===== src/include/ispfb_regs.svh =====
// ispfb_regs.svh: register offsets, field positions, reset values and timing counts
// assumes: included by the flash access block and its package users
`ifndef ISPFB_REGS_SVH
`define ISPFB_REGS_SVH

// ------------------------------------------------------------
// register offsets (byte addresses on the register port)
// ------------------------------------------------------------
`define ISPFB_OFS_CODE_BANK_CONTROL 8'hAB
`define ISPFB_OFS_ISP_ADDRESS_LOW 8'hAC
`define ISPFB_OFS_ISP_ADDRESS_HIGH 8'hAD
`define ISPFB_OFS_ISP_DATA_BUFFER 8'hAE
`define ISPFB_OFS_ISP_OPERATION_CONTROL 8'hAF
`define ISPFB_OFS_ISP_CONTROL 8'hB0
`define ISPFB_OFS_ISP_STATUS 8'hB1

// ------------------------------------------------------------
// field positions
// ------------------------------------------------------------
`define ISPFB_BANKING_ENABLE_BIT 3
`define ISPFB_OP_BANK_BIT 7
`define ISPFB_OP_WINDOW_BIT 6
`define ISPFB_OP_OE_N_BIT 5
`define ISPFB_OP_CE_N_BIT 4
`define ISPFB_CTL_ENABLE_BIT 0
`define ISPFB_CTL_RESTART_BIT 1

// ------------------------------------------------------------
// control codes and reset values
// ------------------------------------------------------------
`define ISPFB_CODE_READ 4'h0
`define ISPFB_CODE_PROGRAM 4'h1
`define ISPFB_CODE_ERASE 4'h2
`define ISPFB_RST_CODE_BANK_CONTROL 8'h07
`define ISPFB_RST_ZERO 8'h00

// ------------------------------------------------------------
// timing
// ------------------------------------------------------------
`define ISPFB_CLK_MHZ 50
`define ISPFB_PROG_TIME_US 20
`define ISPFB_ERASE_TIME_US 10000
`define ISPFB_PROG_CYCLES (`ISPFB_PROG_TIME_US * `ISPFB_CLK_MHZ)
`define ISPFB_ERASE_CYCLES (`ISPFB_ERASE_TIME_US * `ISPFB_CLK_MHZ)

`endif


===== src/include/ispfb_pkg.sv =====
// ispfb_pkg.sv: types shared by the flash access block
// assumes: constants come from ispfb_regs.svh
package ispfb_pkg;

  // sequencer states
  typedef enum logic [1:0] {
    ISPFB_IDLE,
    ISPFB_RUN,
    ISPFB_DONE
  } ispfb_state_e;

  // target array
  typedef enum logic [1:0] {
    ISPFB_ARR_BANK0,
    ISPFB_ARR_BANK1,
    ISPFB_ARR_LOADER
  } ispfb_array_e;

endpackage


===== src/rtl/ispfb_flash_access.sv =====
// ispfb_flash_access.sv: in-system-programming flash sequencer and code banking
// assumes: 50 MHz clock_i, flash arrays answer reads in one cycle, cpu idle
// handshake from the core
//
// Operation
// - high and low registers form 16-bit address
// - flash data passes through data buffer register
// - bank bit one selects bank one when window bit is clear
// - window bit selects application or loader flash
// - erase code 0010 clears whole array
// - program code 0001 writes buffer to address
// - read code 0000 returns byte to buffer
// - banking enable uses port-1 pin as A16
// - A16 chooses fetch bank zero or one
// - pin select 000-111 picks pin, default 7
// - while isp enabled, idle request also starts the op
`timescale 1ns/1ps
`default_nettype none
`include "ispfb_regs.svh"

module ispfb_flash_access #(
  parameter int ERASE_CYCLES = `ISPFB_ERASE_CYCLES,
  parameter int PROG_CYCLES = `ISPFB_PROG_CYCLES
) (
  // clock and reset
  input wire logic clock_i,
  input wire logic rstn_i,
  // register port
  input wire logic [7:0] reg_addr_i,
  input wire logic [7:0] reg_wdata_i,
  input wire logic reg_write_i,
  input wire logic reg_read_i,
  output logic [7:0] reg_rdata_o,
  // cpu idle handshake
  input wire logic cpu_idle_request_i,
  output logic cpu_idle_o,
  output logic restart_area_select_o,
  // port-1 pins and code fetch bank
  input wire logic [7:0] port1_pin_i,
  output logic fetch_bank_o,
  output logic banking_enable_o,
  // flash array port
  output logic [15:0] flash_addr_o,
  output logic [7:0] flash_wdata_o,
  output logic [1:0] flash_array_o,
  output logic flash_read_o,
  output logic flash_program_o,
  output logic flash_erase_o,
  input wire logic [7:0] flash_rdata_i
);

  // ------------------------------------------------------------
  // state
  // ------------------------------------------------------------
  typedef struct packed {
    logic [7:0] code_bank_control;
    logic [7:0] isp_address_low;
    logic [7:0] isp_address_high;
    logic [7:0] isp_data_buffer;
    logic [7:0] isp_operation_control;
    logic isp_enable;
    logic restart_area_select;
    logic done_flag;
    ispfb_pkg::ispfb_state_e state;
    logic [31:0] count;
    logic [7:0] rdata;
    logic cpu_idle;
    logic fetch_bank;
    logic [15:0] flash_addr;
    logic [7:0] flash_wdata;
    logic [1:0] flash_array;
    logic flash_read;
    logic flash_program;
    logic flash_erase;
  } ispfb_state_s;

  ispfb_state_s cur;
  ispfb_state_s next_cur;
  logic [7:0] pins;

  // port-1 pins synchronised
  ispfb_a16_sync #(
    .WIDTH(8)
  ) u_sync (
    .clock_i(clock_i),
    .rstn_i(rstn_i),
    .pin_i(port1_pin_i),
    .sync_o(pins)
  );

  // picks the target array from bank and window bits
  function automatic logic [1:0] ispfb_target(input logic [7:0] op);
    logic [1:0] arr;
    arr = 2'(ispfb_pkg::ISPFB_ARR_BANK0);
    if (op[`ISPFB_OP_WINDOW_BIT])
      arr = 2'(ispfb_pkg::ISPFB_ARR_LOADER);
    else if (op[`ISPFB_OP_BANK_BIT])
      arr = 2'(ispfb_pkg::ISPFB_ARR_BANK1);
    return arr;
  endfunction

  // checks the enable strobes and code of the operation word
  function automatic logic ispfb_is_op(input logic [7:0] op, input logic oe_n,
                                       input logic [3:0] code);
    return (op[`ISPFB_OP_OE_N_BIT] == oe_n) && !op[`ISPFB_OP_CE_N_BIT]
           && (op[3:0] == code);
  endfunction

  // ------------------------------------------------------------
  // next state
  // ------------------------------------------------------------
  always_comb
  begin
    next_cur = cur;
    next_cur.rdata = 8'h00;
    next_cur.flash_read = 1'b0;
    next_cur.flash_program = 1'b0;
    next_cur.flash_erase = 1'b0;

    // register writes
    if (reg_write_i)
    begin
      case (reg_addr_i)
        `ISPFB_OFS_CODE_BANK_CONTROL: next_cur.code_bank_control = {4'h0, reg_wdata_i[3:0]};
        `ISPFB_OFS_ISP_ADDRESS_LOW: next_cur.isp_address_low = reg_wdata_i;
        `ISPFB_OFS_ISP_ADDRESS_HIGH: next_cur.isp_address_high = reg_wdata_i;
        `ISPFB_OFS_ISP_DATA_BUFFER: next_cur.isp_data_buffer = reg_wdata_i;
        `ISPFB_OFS_ISP_OPERATION_CONTROL: next_cur.isp_operation_control = reg_wdata_i;
        `ISPFB_OFS_ISP_CONTROL:
        begin
          next_cur.isp_enable = reg_wdata_i[`ISPFB_CTL_ENABLE_BIT];
          next_cur.restart_area_select = reg_wdata_i[`ISPFB_CTL_RESTART_BIT];
        end
        `ISPFB_OFS_ISP_STATUS: next_cur.done_flag = 1'b0; // any write clears
        default: ;
      endcase
    end

    // register reads, data one cycle later
    if (reg_read_i)
    begin
      case (reg_addr_i)
        `ISPFB_OFS_CODE_BANK_CONTROL: next_cur.rdata = cur.code_bank_control;
        `ISPFB_OFS_ISP_ADDRESS_LOW: next_cur.rdata = cur.isp_address_low;
        `ISPFB_OFS_ISP_ADDRESS_HIGH: next_cur.rdata = cur.isp_address_high;
        `ISPFB_OFS_ISP_DATA_BUFFER: next_cur.rdata = cur.isp_data_buffer;
        `ISPFB_OFS_ISP_OPERATION_CONTROL: next_cur.rdata = cur.isp_operation_control;
        `ISPFB_OFS_ISP_CONTROL:
          next_cur.rdata = {6'h00, cur.restart_area_select, cur.isp_enable};
        `ISPFB_OFS_ISP_STATUS:
          next_cur.rdata = {5'h00, cur.cpu_idle, cur.state == ispfb_pkg::ISPFB_RUN,
                            cur.done_flag};
        default: next_cur.rdata = 8'h00;
      endcase
    end

    // sequencer
    case (cur.state)
      ispfb_pkg::ISPFB_IDLE:
      begin
        // idle request always sets idle; with isp enabled it also starts the op
        if (cpu_idle_request_i)
          next_cur.cpu_idle = 1'b1;
        else if (!cur.isp_enable)
          next_cur.cpu_idle = 1'b0;
        if (cpu_idle_request_i && cur.isp_enable)
        begin
          next_cur.cpu_idle = 1'b1;
          next_cur.flash_addr = {cur.isp_address_high, cur.isp_address_low};
          next_cur.flash_wdata = cur.isp_data_buffer;
          next_cur.flash_array = ispfb_target(cur.isp_operation_control);
          next_cur.count = 32'd0;
          if (ispfb_is_op(cur.isp_operation_control, 1'b1, `ISPFB_CODE_ERASE))
          begin
            next_cur.flash_erase = 1'b1;
            next_cur.count = 32'(ERASE_CYCLES);
            next_cur.state = ispfb_pkg::ISPFB_RUN;
          end
          else if (ispfb_is_op(cur.isp_operation_control, 1'b1, `ISPFB_CODE_PROGRAM))
          begin
            next_cur.flash_program = 1'b1;
            next_cur.count = 32'(PROG_CYCLES);
            next_cur.state = ispfb_pkg::ISPFB_RUN;
          end
          else if (ispfb_is_op(cur.isp_operation_control, 1'b0, `ISPFB_CODE_READ))
          begin
            next_cur.flash_read = 1'b1;
            next_cur.count = 32'd1;
            next_cur.state = ispfb_pkg::ISPFB_RUN;
          end
          else
            next_cur.state = ispfb_pkg::ISPFB_DONE; // unknown word: no flash action
        end
      end
      ispfb_pkg::ISPFB_RUN:
      begin
        if (cur.count <= 32'd1)
        begin
          // read data lands in the buffer for every target array
          if (ispfb_is_op(cur.isp_operation_control, 1'b0, `ISPFB_CODE_READ))
            next_cur.isp_data_buffer = flash_rdata_i;
          next_cur.state = ispfb_pkg::ISPFB_DONE;
        end
        else
          next_cur.count = cur.count - 32'd1;
      end
      ispfb_pkg::ISPFB_DONE:
      begin
        next_cur.done_flag = 1'b1;
        next_cur.cpu_idle = 1'b0;
        next_cur.state = ispfb_pkg::ISPFB_IDLE;
      end
      default: next_cur.state = ispfb_pkg::ISPFB_IDLE;
    endcase

    // fetch bank from selected pin when banking is on
    if (cur.code_bank_control[`ISPFB_BANKING_ENABLE_BIT])
      next_cur.fetch_bank = pins[cur.code_bank_control[2:0]];
    else
      next_cur.fetch_bank = 1'b0;
  end

  // ------------------------------------------------------------
  // registers
  // ------------------------------------------------------------
  always_ff @(posedge clock_i or negedge rstn_i)
  begin
    if (!rstn_i)
    begin
      cur <= '0;
      cur.code_bank_control <= `ISPFB_RST_CODE_BANK_CONTROL;
      cur.state <= ispfb_pkg::ISPFB_IDLE;
    end
    else
      cur <= next_cur;
  end

  // outputs straight from flops
  assign reg_rdata_o = cur.rdata;
  assign cpu_idle_o = cur.cpu_idle;
  assign restart_area_select_o = cur.restart_area_select;
  assign fetch_bank_o = cur.fetch_bank;
  assign banking_enable_o = cur.code_bank_control[`ISPFB_BANKING_ENABLE_BIT];
  assign flash_addr_o = cur.flash_addr;
  assign flash_wdata_o = cur.flash_wdata;
  assign flash_array_o = cur.flash_array;
  assign flash_read_o = cur.flash_read;
  assign flash_program_o = cur.flash_program;
  assign flash_erase_o = cur.flash_erase;

endmodule
`default_nettype wire


===== src/rtl/ispfb_a16_sync.sv =====
// ispfb_a16_sync.sv: two-stage synchroniser for the port-1 pins
// assumes: pins are asynchronous to clock_i
`timescale 1ns/1ps
`default_nettype none

module ispfb_a16_sync #(
  parameter int WIDTH = 8
) (
  // clock and reset
  input wire logic clock_i,
  input wire logic rstn_i,
  // pins in, synchronised out
  input wire logic [WIDTH-1:0] pin_i,
  output logic [WIDTH-1:0] sync_o
);

  logic [WIDTH-1:0] meta;

  // two flops, the first read only by the second
  always_ff @(posedge clock_i or negedge rstn_i)
  begin
    if (!rstn_i)
    begin
      meta <= '0;
      sync_o <= '0;
    end
    else
    begin
      meta <= pin_i;
      sync_o <= meta;
    end
  end

endmodule
`default_nettype wire


===== config.mk =====
export PLATFORM = sky130hd
export DESIGN_NAME = ispfb_flash_access
export DESIGN_NICKNAME = d
export VERILOG_FILES = /design/src/include/ispfb_pkg.sv /design/src/rtl/ispfb_flash_access.sv /design/src/rtl/ispfb_a16_sync.sv
export VERILOG_INCLUDE_DIRS = /design/src /design/src/include
export SDC_FILE = /design/constraint.sdc
export NUM_CORES = 1
export LEC_CHECK = 0
export BUFFER_PORTS_ARGS = -buffer_cell sky130_fd_sc_hd__buf_4
export CAP_MARGIN = 40
export CORE_MARGIN = 3
export CORE_UTILIZATION = 41
export CTS_CLUSTER_SIZE = 40
export DETAILED_ROUTE_END_ITERATION = 8
export GPL_ROUTABILITY_DRIVEN = 0
export PLACE_DENSITY = 0.65
export SLEW_MARGIN = 20
export SYNTH_ARGS = -nofsm -noshare
export SYNTH_HDL_FRONTEND = slang
export SYNTH_SLANG_ARGS = --single-unit

===== constraint.sdc =====
create_clock -name clock_i -period 4.7 [get_ports clock_i]
set_clock_uncertainty 0.2 [all_clocks]
set_input_delay 0.705 -clock clock_i [delete_from_list [all_inputs] [get_ports clock_i]]
set_output_delay 0.705 -clock clock_i [all_outputs]
set_load 0.005 [all_outputs]

Word level (Yosys, flattened, before mapping). Cells that the tools add are included.

Bits of input ports: 37. Register bits after elaboration: 128. Output and inout port bits: 41. Word-level logic and storage cells: 99.

$add $sub $neg: 1. Muxes and demuxes: 36. Reduce and logical (&&, ||, !) cells: 23. Bitwise gates (word level): 1. Equal/unequal tests: 15. $lt $le $gt $ge: 2.

Operators by type and width (number): 2-to-1 mux 34 bit (3); one-hot mux 32 bit (2 select lines) (1); equality test 8 bit, second input constant (7); one-hot mux 8 bit (7 select lines) (1); 2-to-1 mux 8 bit (6); <= comparator 32 x 1 -> 1 bit, second input constant (1); 2-to-1 mux 32 bit (1); subtractor 32 x 1 -> 32 bit, second input constant (1); 2-to-1 mux 19 bit (1); AND reduction 2 bit (9); 2-to-1 mux 1 bit (13); 2-to-1 mux 2 bit (5); nonzero test 2 bit (4); logical AND 1 bit (6); 2-to-1 mux 3 bit (2); equality test 4 x 1 -> 1 bit, second input constant (1); equality test 4 x 2 -> 1 bit, second input constant (1); zero test 4 bit (1); less-than comparator 3 x 4 -> 1 bit, second input constant (1); inequality test 2 bit, second input constant (2); inequality test 4 bit, second input constant (1); one-hot mux 2 bit (2 select lines) (1); binary-select mux 1 bit (select 3 bit) (1); AND reduction 3 bit (1); 7 further kinds (7).

Longest topological paths before layout. Gate-level depths: netlist of the first run.

Word-level depth: 8. Gate-level depth with buffers: 9. Gate-level depth less buffers: 7.

By module. From an unflattened synthesis of the first run, not the netlist that was laid out.

Cell total of the unflattened synthesis: 565. Area, all modules: 6078.3 um^2.

By module, submodules not included: ispfb_flash_access (cells each 549, instances 1, area each 5677.9 um^2, sequential area each 2806.4 um^2); ispfb_a16_sync (cells each 16, instances 1, area each 400.4 um^2, sequential area each 400.4 um^2).

Least setup slack after synthesis of the first run. No wires, ideal clock.

Path type: input port to flip-flop. Start: input reg_addr_i[6]. End: register cur[100] (netlist bit). Path slack: 2.155 ns. Cell stages on the path: 5. Setup time: 0.125 ns. Required time: 4.375 ns. Path buffers: 0. Data arrival time: 2.220 ns. Cell sequence: nand3b_1 nor4bb_1 nand2_1 nor3_2 mux2_2.

Longest elaborated chain between the ends: 2.

RTL lines: start, declared (RTL line ispfb_flash_access.sv:29) `input wire logic [7:0] reg_addr_i,`; equality test 8 bit (RTL line ispfb_flash_access.sv:123) `case (reg_addr_i)`; AND reduction 2 bit (no line); end signal, assigned (RTL line ispfb_flash_access.sv:235) `cur <= next_cur;`; end, declared (RTL line ispfb_flash_access.sv:77) `ispfb_state_s cur;`.

No other way between the ends. A chain may end at the register's enable or synchronous reset.

==> run metrics, run 1 <==
run status=complete, no violations; WP data arrival=3.05 ns; Wirelength per Cell=18.0 microns; total negative slack=0 ns; Area Growth Syn to Fin=17.9%; Crit path max-delay family=simple AND/OR/NAND/NOR gates; root buffer cell=clkbuf_16; # diodes=0; Via Count=4517; slew margin rel.=0.520; yosys warns=0; CP Cell Sequence=or4_1 -> nor4b_2 -> nand4_1 -> nor2_1 -> a21oi_1; cts bufs inserted=17; Total GRT Usage=0.184; total grt overflow=0; Worst-path clk slew=0.05 ns; # setup viols final=0; layout cells sized above 1=0.283; synth cell count leaders=125 x dfrtp_1, 109 x nand2_1, 37 x nor2_1, 34 x buf_4, 32 x mux2_2; First-pass DRT Iterations=6; Max-Cap Viols=0; Filler Cell Count=1292; Residual DRC=0; Cell Area, Synth=6050 sq um; CP Buf/Inv Count=0; most common cell in the netlist=dfrtp_1; largest net degree at the start of global routing=65; Worst Path Max Fanout=16; worst min path class=reg2reg; number of port buffers=77; Hold Path Sink=u_sync.sync_o[3]; Max Fclk=334 MHz; worst reg2reg startpoint=cur[41]; RSZ-0062 raised after global routing=no; vias per cell=5.63; drt initial violations=311; Worst setup EP type=flop; Most used DFF post-synth=dfrtp_1; Final Hold Fails=0; post-route insts no fill=803; area leader, netlist=dfrtp_1; Initial Utilization=0.428; synthesized flop and latch total=128; synth top area cells=dfrtp_1 52%, nand2_1 6.8%, mux2_2 6.0%, buf_4 4.2%, mux2i_1 3.6%; insertion delay to the later sink of the worst-skew pair=0.41 ns; R2R Path End=cur[88]; EDFF count, synth=0; CTS-repair resized insts=0; placeable core region=14100 sq um; power consumption=3.28 mW; Critical Path Max Stage Delay=0.68 ns; maximum clock insertion buffer count=2; Cells after Synth=564; vias in the first global route=4562; Power Density=460 nW/um^2; minimum clock period=2.99 ns; Avg Inst Size Synth=10.7 sq um; count of pins over their slew limit=0; Max VDD drop=0.000287 V; die area=16300 sq um; hold depth=0; slowest stage cell, crit path=nand4_1; HP Start=u_sync.meta[3]; Register-to-Register Path Depth=5; Ports=78; die extent in x=128 microns; DRT Wirelength=14.4 mm; ANT nets after route=0; CTS tree=done; leakage=3.42 nW; # nets final=651; syn_nets=603; data required time of the critical path=4.76 ns; placed instance count=771; clock sink count=128; Final HPWL DP=10.1 mm; Yosys cell types=59; htree depth=4; worst-margin pin slew=0.716 ns; flop2flop setup slack=1.71 ns; Core Rows=43; post-synthesis sequential area ratio=0.530; Final Cycle Share=0.636; initial antenna violation count=0; first-pass GRT wire length=23.3 mm; Critical Path Source Type=flop; Crit Path Category=reg2reg; Synth top area share=0.517; Async SR Flop Fraction=1.00; Die H=128 microns
## where the power goes
part / internal (mW) / leakage, nW / switching, mW
Sequential: 1.26 / 1.66 / 0.170
Combinational: 0.306 / 1.50 / 0.402
Clock: 0.702 / 0.258 / 0.440
Total: 2.27 / 3.42 / 1.01
## cell type report
| cell class | instances | area, sq um | area share |
|---|---|---|---|
| repair buffers | 86 | 672 | 0.0941 |
| inverters | 7 | 26.3 | 0.00368 |
| multi-input cells | 372 | 2490 | 0.349 |
| clock inverters | 7 | 37.5 | 0.00526 |
| clock buffers | 23 | 478 | 0.0670 |
| flip-flops and latches | 128 | 3210 | 0.449 |
| well taps | 180 | 225 | 0.0316 |
## repair_timing
action	4_1_cts	5_1_grt
hold endpoints to repair	0	3
hold buffers	0	1
buffers inserted	0	0
## state kept, by name (all words and copies together) (netlist names)
register	flops
cur	71
flash_addr_o	16
flash_wdata_o	8
reg_rdata_o	8
u_sync.meta	8
u_sync.sync_o	8
flash_array_o	2
banking_enable_o	1
cpu_idle_o	1
fetch_bank_o	1
flash_erase_o	1
flash_program_o	1
flash_read_o	1
restart_area_select_o	1
## kinds of logic after synthesis
group                    count (synthesis)  synth area share
AND/OR/NAND/NOR                        241             0.198
adder cells (fa/ha/maj)                  2           0.00413
buffers and inverters                   64            0.0630
AO/OA/AOI/OAI                           63            0.0709
XOR/XNOR                                 3           0.00434
flip-flops                             128             0.530
multiplexers                            63             0.129
## through the flow
step / cell area (sq um) / setup slack (ns) / hold WS (ns) / utilization
floorplan: 6050 / 2.16 / 0.131 / -
global placement: 6570 / 1.87 / 0.134 / 0.464
detailed placement: 6580 / 1.74 / 0.136 / 0.465
CTS: 7100 / 1.73 / 0.147 / 0.502
global route: 7140 / 1.49 / 0.156 / 0.504
finish: 7140 / 1.71 / 0.144 / 0.504
## layer usage
| layer | up-vias | track usage | part of all wire |
|---|---|---|---|
| li1 | 2091 | - | - |
| met1 | 2220 | 0.244 | 0.44 |
| met2 | 179 | 0.291 | 0.48 |
| met3 | 27 | 0.0460 | 0.059 |
| met4 | 0 | 0.0744 | 0.019 |
| met5 | - | 0 | 0 |
## worst max path at each step
stage	start	to	slack, ns	cells past startpoint
6_report	cur[41]	cur[88]	1.71	5
5_1_grt	cur[41]	cur[86]	1.49	5
4_1_cts	cur[41]	cur[88]	1.73	5
3_5_place_dp	cur[41]	cur[88]	1.74	5
3_3_place_gp	cur[41]	cur[91]	1.87	5
2_1_floorplan	reg_addr_i[6]	cur[100]	2.16	5
## cells in the final DEF (no fill, tap or decap), types with 4 or more instances in the layout
master / synthesis / layout
inv_1: 7 / 7
nand4_1: 10 / 10
nor4_1: 12 / 12
mux2i_1: 22 / 22
o21ai_0: 13 / 13
dfrtp_1: 125 / 125
and3_1: 7 / 7
nand2_1: 109 / 109
nand3b_1: 4 / 4
buf_4: 34 / 83
mux4_2: 9 / 9
or4_1: 8 / 8
a21oi_1: 17 / 17
or3_1: 10 / 10
nor2_1: 37 / 37
clkinv_2: 0 / 6
mux2_2: 32 / 32
clkbuf_16: 0 / 17
nand3_1: 7 / 7
nor3_1: 12 / 12
(Power assumes the default switching activity.)
==> run 2: changes to the inputs <==
- ABC_AREA: default -> 1
- clock period: 4.7 -> 3 ns (I/O delays scaled with it)
==> run metrics, run 2 <==
run status=complete, no violations; Hold Path Sink=cur[89]; vias per cell=4.92 (-13%); initial antenna violation count=0 (unchanged); placeable core region=15500 sq um (+9.4%); XOR/XNOR Fraction of Synth Area=0.00665 (+0.00231); Critical Path Source Type=flop; # setup viols final=0 (unchanged); flop2flop setup slack=0.55 ns (-1.16 ns); post-synthesis sequential area ratio=0.487 (-0.0431); total grt overflow=0 (unchanged); Register-to-Register Path Depth=9 (+4); clock sink count=128 (unchanged); power consumption=5.93 mW (+81%); vias in the first global route=5234 (+15%); Final HPWL DP=12.1 mm (+20%); Max VDD drop=0.000517 V (+80%); Cell Area, Synth=6590 sq um (+8.8%); Avg Inst Size Synth=7.86 sq um (-27%); number of port buffers=77 (unchanged); Final Cycle Share=0.816 (+0.180); area leader, netlist=dfrtp_1; hold depth=3 (+3); Async SR Flop Fraction=1.00 (unchanged); Synth top area share=0.475 (-0.0420); Most used DFF post-synth=dfrtp_1; synth cell count leaders=236 x nand2_1, 125 x dfrtp_1, 110 x nor2_1, 97 x o21ai_0, 74 x inv_1; slew margin rel.=0.528 (+0.00738); commonest non-fill, non-tap cell in the layout=nand2_1; Filler Cell Count=1500 (+16%); Power Density=758 nW/um^2 (+65%); Die H=133 microns (+4.1%); drt initial violations=448 (+44%); synth top area cells=dfrtp_1 47%, nand2_1 13%, o21ai_0 7.4%, nor2_1 6.3%, inv_1 4.2%; Worst-path clk slew=0.06 ns (about the same); sw power=2.05 mW (+100%); # nets final=936 (+44%); post-route insts no fill=1120 (+39%); leakage=3.96 nW (+16%); HP Start=flash_rdata_i[5]; htree depth=4 (unchanged); # diodes=0 (unchanged); insertion delay to the later sink of the worst-skew pair=0.42 ns (about the same); Total GRT Usage=0.195 (+0.0105); final hold slack=0.0325 ns (-0.112 ns); Core Rows=45 (+4.7%); worst-margin pin slew=0.709 ns (-0.00717 ns); Wirelength per Cell=14.9 microns (-17%); worst min path class=in2reg; cts bufs inserted=17 (unchanged); Yosys cell types=37 (-37%); root buffer cell=clkbuf_16; Post-CTS Setup Inserts=0 (unchanged); Max Fclk=408 MHz (+22%); Worst Path Max Fanout=37 (+21); minimum clock period=2.45 ns (-0.542 ns); total negative slack=0 ns (unchanged); Largest register FFs=71 (unchanged); Max-Cap Viols=0 (unchanged); Crit Path Category=reg2reg; largest net degree at the start of global routing=50 (-23%); R2R Path End=cur[64]; largest family of logic cells by synthesized area=simple AND/OR/NAND/NOR gates; synthesized flop and latch total=128 (unchanged); DRT Wirelength=16.7 mm (+16%); die extent in x=133 microns (+4.1%); layout cells sized above 1=0.176 (-0.106); internal power=3.88 mW (+71%); yosys warns=0 (unchanged); most frequent cells in the layout=236 x nand2_1, 125 x dfrtp_1, 109 x nor2_1; Worst setup EP type=flop; Post-DP Area=7120 sq um (+8.1%); Final Hold Fails=0 (unchanged); # hold bufs at CTS=9 (+9); Switching Share=0.346 (+0.0378); WP data arrival=2.53 ns (-0.52 ns); Synth Area in Compound Gates=0.114 (+0.0430); Cells after Synth=838 (+49%); Via Count=5512 (+22%); count of pins over their slew limit=0 (unchanged); worst reg2reg startpoint=cur[39]; Initial Utilization=0.426 (-0.00227); syn_nets=877 (+45%); CTS tree=done; first-pass GRT wire length=27.1 mm (+16%); Ports=78 (unchanged); post-route cell area=7830 sq um (+9.7%); Top reg by flops=cur; post-synthesis mux area share=0 (-0.129); setup ws final=0.551 ns (-1.16 ns); die area=17600 sq um (+8.4%); Post-Synth Adder-Cell Area=0.00380 (-0.000336); placed instance count=1080 (+40%); maximum clock insertion buffer count=2 (unchanged); Post-Synth Simple-Gate Area=0.287 (+0.0885); Util after Layout=0.505 (+0.00108); data required time of the critical path=3.08 ns (-1.68 ns); EDFF count, synth=0 (unchanged); First-pass DRT Iterations=6 (unchanged); Clock power frac=0.364 (+0.016); RSZ-0062 raised after global routing=no; pre-CTS setup slack=0.563 ns (-1.18 ns); most common cell in the netlist=nand2_1; combinational share of power=0.296 (+0.080); Residual DRC=0 (unchanged); Reg power frac=0.340 (-0.096); ANT nets after route=0 (unchanged); Area Growth Syn to Fin=18.8%; CTS-repair resized insts=0 (unchanged)
run 2: per-layer routing:
layer  vias up  routed length, microns  part of all wire  track usage
met1      2569                    7360              0.44        0.259
li1       2765                       -                 -            -
met3        20                     861             0.052       0.0422
met2       158                    8160              0.49        0.320
met4         0                     277             0.017       0.0624
met5         -                       0                 0            0
run 2: logic make-up after synthesis:
group                      after synthesis
adders and majority gates                2
DFF                                    128
xor gates and xnor gates                 5
and+or+nand+nor                        438
AOI/OAI and AO/OA                      135
buffers and inverters                  130
run 2: worst max-delay path by stage:
stage	from	endpoint	slack (ns)	cells after the start
floorplan	cur[39]	cur[55]	1.06	12
global placement	cur[39]	cur[58]	0.66	9
detailed placement	cur[39]	cur[64]	0.56	9
CTS	cur[39]	cur[64]	0.55	9
global route	cur[39]	cur[64]	0.35	9
finish	cur[39]	cur[64]	0.55	9
run 2: area by class of cell:
| type | instances | area (sq um) | share of cell area |
|---|---|---|---|
| Clock buffer | 20 | 467 | 0.0596 |
| Timing Repair Buffer | 93 | 733 | 0.0937 |
| Tap cell | 211 | 264 | 0.0337 |
| Inverter | 77 | 289 | 0.0369 |
| Clock inverter | 11 | 154 | 0.0197 |
| Sequential cell | 128 | 3210 | 0.410 |
| Multi-Input combinational cell | 580 | 2710 | 0.347 |
run 2: worst max-delay path, stage by stage, from the launching register on:
cell	delay [ns]
dfrtp_1	0.39
inv_1	0.15
ha_1	0.26
nand2_2	0.12
nor2_4	0.19
nand2_2	0.09
nand2_2	0.08
nand3_2	0.25
nand2_4	0.41
o21ai_0	0.17
run 2: power by group through the flow:
stage / logic, mW / clock network [mW] / registers [mW]
after floorplan: 1.32 / 0 / 2.01
after global placement: 1.71 / 0 / 2.04
after detailed placement: 1.73 / 0 / 2.05
after CTS: 1.76 / 2.19 / 2.02
after global routing: 2.01 / 2.26 / 2.04
final: 1.75 / 2.16 / 2.02
==> run 3: changes to the inputs <==
- PLACE_DENSITY: 0.65 -> 0.67
- clock period: 3 -> 2 ns (I/O delays scaled with it)
==> run metrics, run 3 (synthesis results as in run 2) <==
run status=complete, no violations; Post-DP Area=7390 sq um (+3.8%); insertion delay to the later sink of the worst-skew pair=0.42 ns (about the same); met3 Use GR=0.0411 (-0.00114); Ports=78 (unchanged); Residual DRC=0 (unchanged); Initial Utilization=0.426 (unchanged); Worst Path Max Fanout=26 (-30%); R2R Path End=cur[43]; HP Start=reg_wdata_i[5]; Die H=133 microns (unchanged); # diodes=0 (unchanged); Top reg by flops=cur; maximum clock insertion buffer count=2 (unchanged); Worst setup EP type=flop; First-pass DRT Iterations=6 (unchanged); number of port buffers=77 (unchanged); initial antenna violation count=0 (unchanged); Area Growth Syn to Fin=25.9%; Max-Cap Viols=0 (unchanged); htree depth=4 (unchanged); Util after Layout=0.536 (+0.0304); met1 Use GR=0.256 (-0.00239); Worst-path clk slew=0.06 ns (about the same); Total GRT Usage=0.199 (+0.00457); Hold Path Sink=cur[81]; hold depth=3 (unchanged); Final Cycle Share=0.949 (+0.132); flop2flop setup slack=0.10 ns (-0.45 ns); commonest non-fill, non-tap cell in the layout=nand2_1; worst reg2reg startpoint=cur[51]; # setup viols final=0 (unchanged); GRT busiest layer=met2; Core Rows=45 (unchanged); minimum clock period=1.90 ns (-0.551 ns); vias in the first global route=5492 (+4.9%); WP data arrival=2.00 ns (-0.53 ns); data required time of the critical path=2.10 ns (-0.98 ns); Largest register FFs=71 (unchanged); die area=17600 sq um (unchanged); leakage=4.21 nW (+6.1%); placeable core region=15500 sq um (unchanged); RSZ-0062 raised after global routing=yes; area taken by multi-input logic gates=2780 sq um (+2.5%); clock sink count=128 (unchanged); cts bufs inserted=17 (unchanged); drt initial violations=420 (-6.3%); register area=3210 sq um (unchanged); placed instance count=1111 (+2.9%); Via Count=5713 (+3.6%); largest net degree at the start of global routing=51 (+2.0%); slew margin rel.=0.674 (+0.146); layout cells sized above 1=0.220 (+0.0445); power consumption=9.19 mW (+55%); total grt overflow=0 (unchanged); first-pass GRT wire length=27.9 mm (+2.8%); Max Fclk=527 MHz (+29%); post-route cell area=8300 sq um (+6.0%); Critical Path Source Type=flop; most frequent cells in the layout=233 x nand2_1, 125 x dfrtp_1, 113 x buf_4; # nets final=983 (+5.0%); die extent in x=133 microns (unchanged); worst-margin pin slew=0.489 ns (-0.220 ns); worst min path class=in2reg; post-route insts no fill=1168 (+4.3%); DRT Wirelength=17.1 mm (+2.4%); Final HPWL DP=12.8 mm (+5.5%); Wirelength per Cell=14.6 microns (-1.8%); Max VDD drop=0.000694 V (+34%); vias per cell=4.89 (-0.61%); Power Density=1110 nW/um^2 (+46%); root buffer cell=clkbuf_16; Filler Cell Count=1463 (-2.5%); total negative slack=0 ns (unchanged); Register-to-Register Path Depth=10 (+1); global routing usage on met2=0.335 (+0.0150); Final Hold Fails=0 (unchanged); Crit Path Category=reg2reg; count of pins over their slew limit=0 (unchanged); ANT nets after route=0 (unchanged); CTS tree=done
-- run 3: cell types whose count changed in the layout (fill, tap and decap cells not counted), sizes merged --
cell         before  now
clkinv            5    1
buf              84  117
clkbuf           20   18
inv              78   86
bufinv            3    2
dlygate4sd3       9   23
-- run 3: layer usage --
layer / routed length, microns / vias to the layer above
met1: 7550 / 2665
met3: 688 / 31
met2: 8380 / 149
met5: 0 / -
li1: - / 2868
met4: 429 / 0
-- run 3: power by group --
group | leakage [nW] | total (mW) | internal [mW] | switching, mW
clock network | 0.287 | 3.14 | 1.88 | 1.26
logic | 2.21 | 3.02 | 1.17 | 1.85
registers | 1.71 | 3.02 | 2.84 | 0.179
total | 4.21 | 9.19 | 5.89 | 3.29
-- run 3: layout make-up --
cell class,instances,area share
flip-flops and latches,128,0.387
multi-input cells,580,0.335
repair buffers,140,0.140
clock buffers,18,0.0517
inverters,77,0.0348
well taps,211,0.0318
clock inverters,14,0.0202
-- run 3: worst max-delay path by stage --
stage	from	endpoint	cells after the start
floorplan	cur[39]	cur[55]	12
global placement	cur[59]	cur[48]	10
detailed placement	cur[59]	cur[48]	10
CTS	cur[59]	cur[89]	9
global route	cur[40]	cur[39]	11
finish	cur[51]	cur[43]	10
-- run 3: worst max-delay path, cell delays in order, from the launching register on --
cell and delay (ns):
dfrtp_1 0.43, nor2_2 0.15, nand2_1 0.12, nor2_4 0.17, nand2_1 0.08, nand2_2 0.09, nand2_1 0.06, nand2_2 0.13
nand2_8 0.17, nand2_1 0.12, o21ai_2 0.06
-- run 3: repair_timing --
action	CTS	global route
endpoints found under the setup margin	5	42
gates resized for setup	1	24
buffers inserted	0	2
endpoints found under the hold margin	147	0
pin swaps	0	1
hold buffers	23	0
-- run 3: metrics by stage --
stage,setup WS (ns),hold slack (ns)
6_report,0.102,0.0130
3_5_place_dp,-0.00898,0.0159
3_3_place_gp,0.0471,0.0205
5_1_grt,-0.00947,0.0153
2_1_floorplan,0.0588,-0.196
4_1_cts,0.0155,0.0168
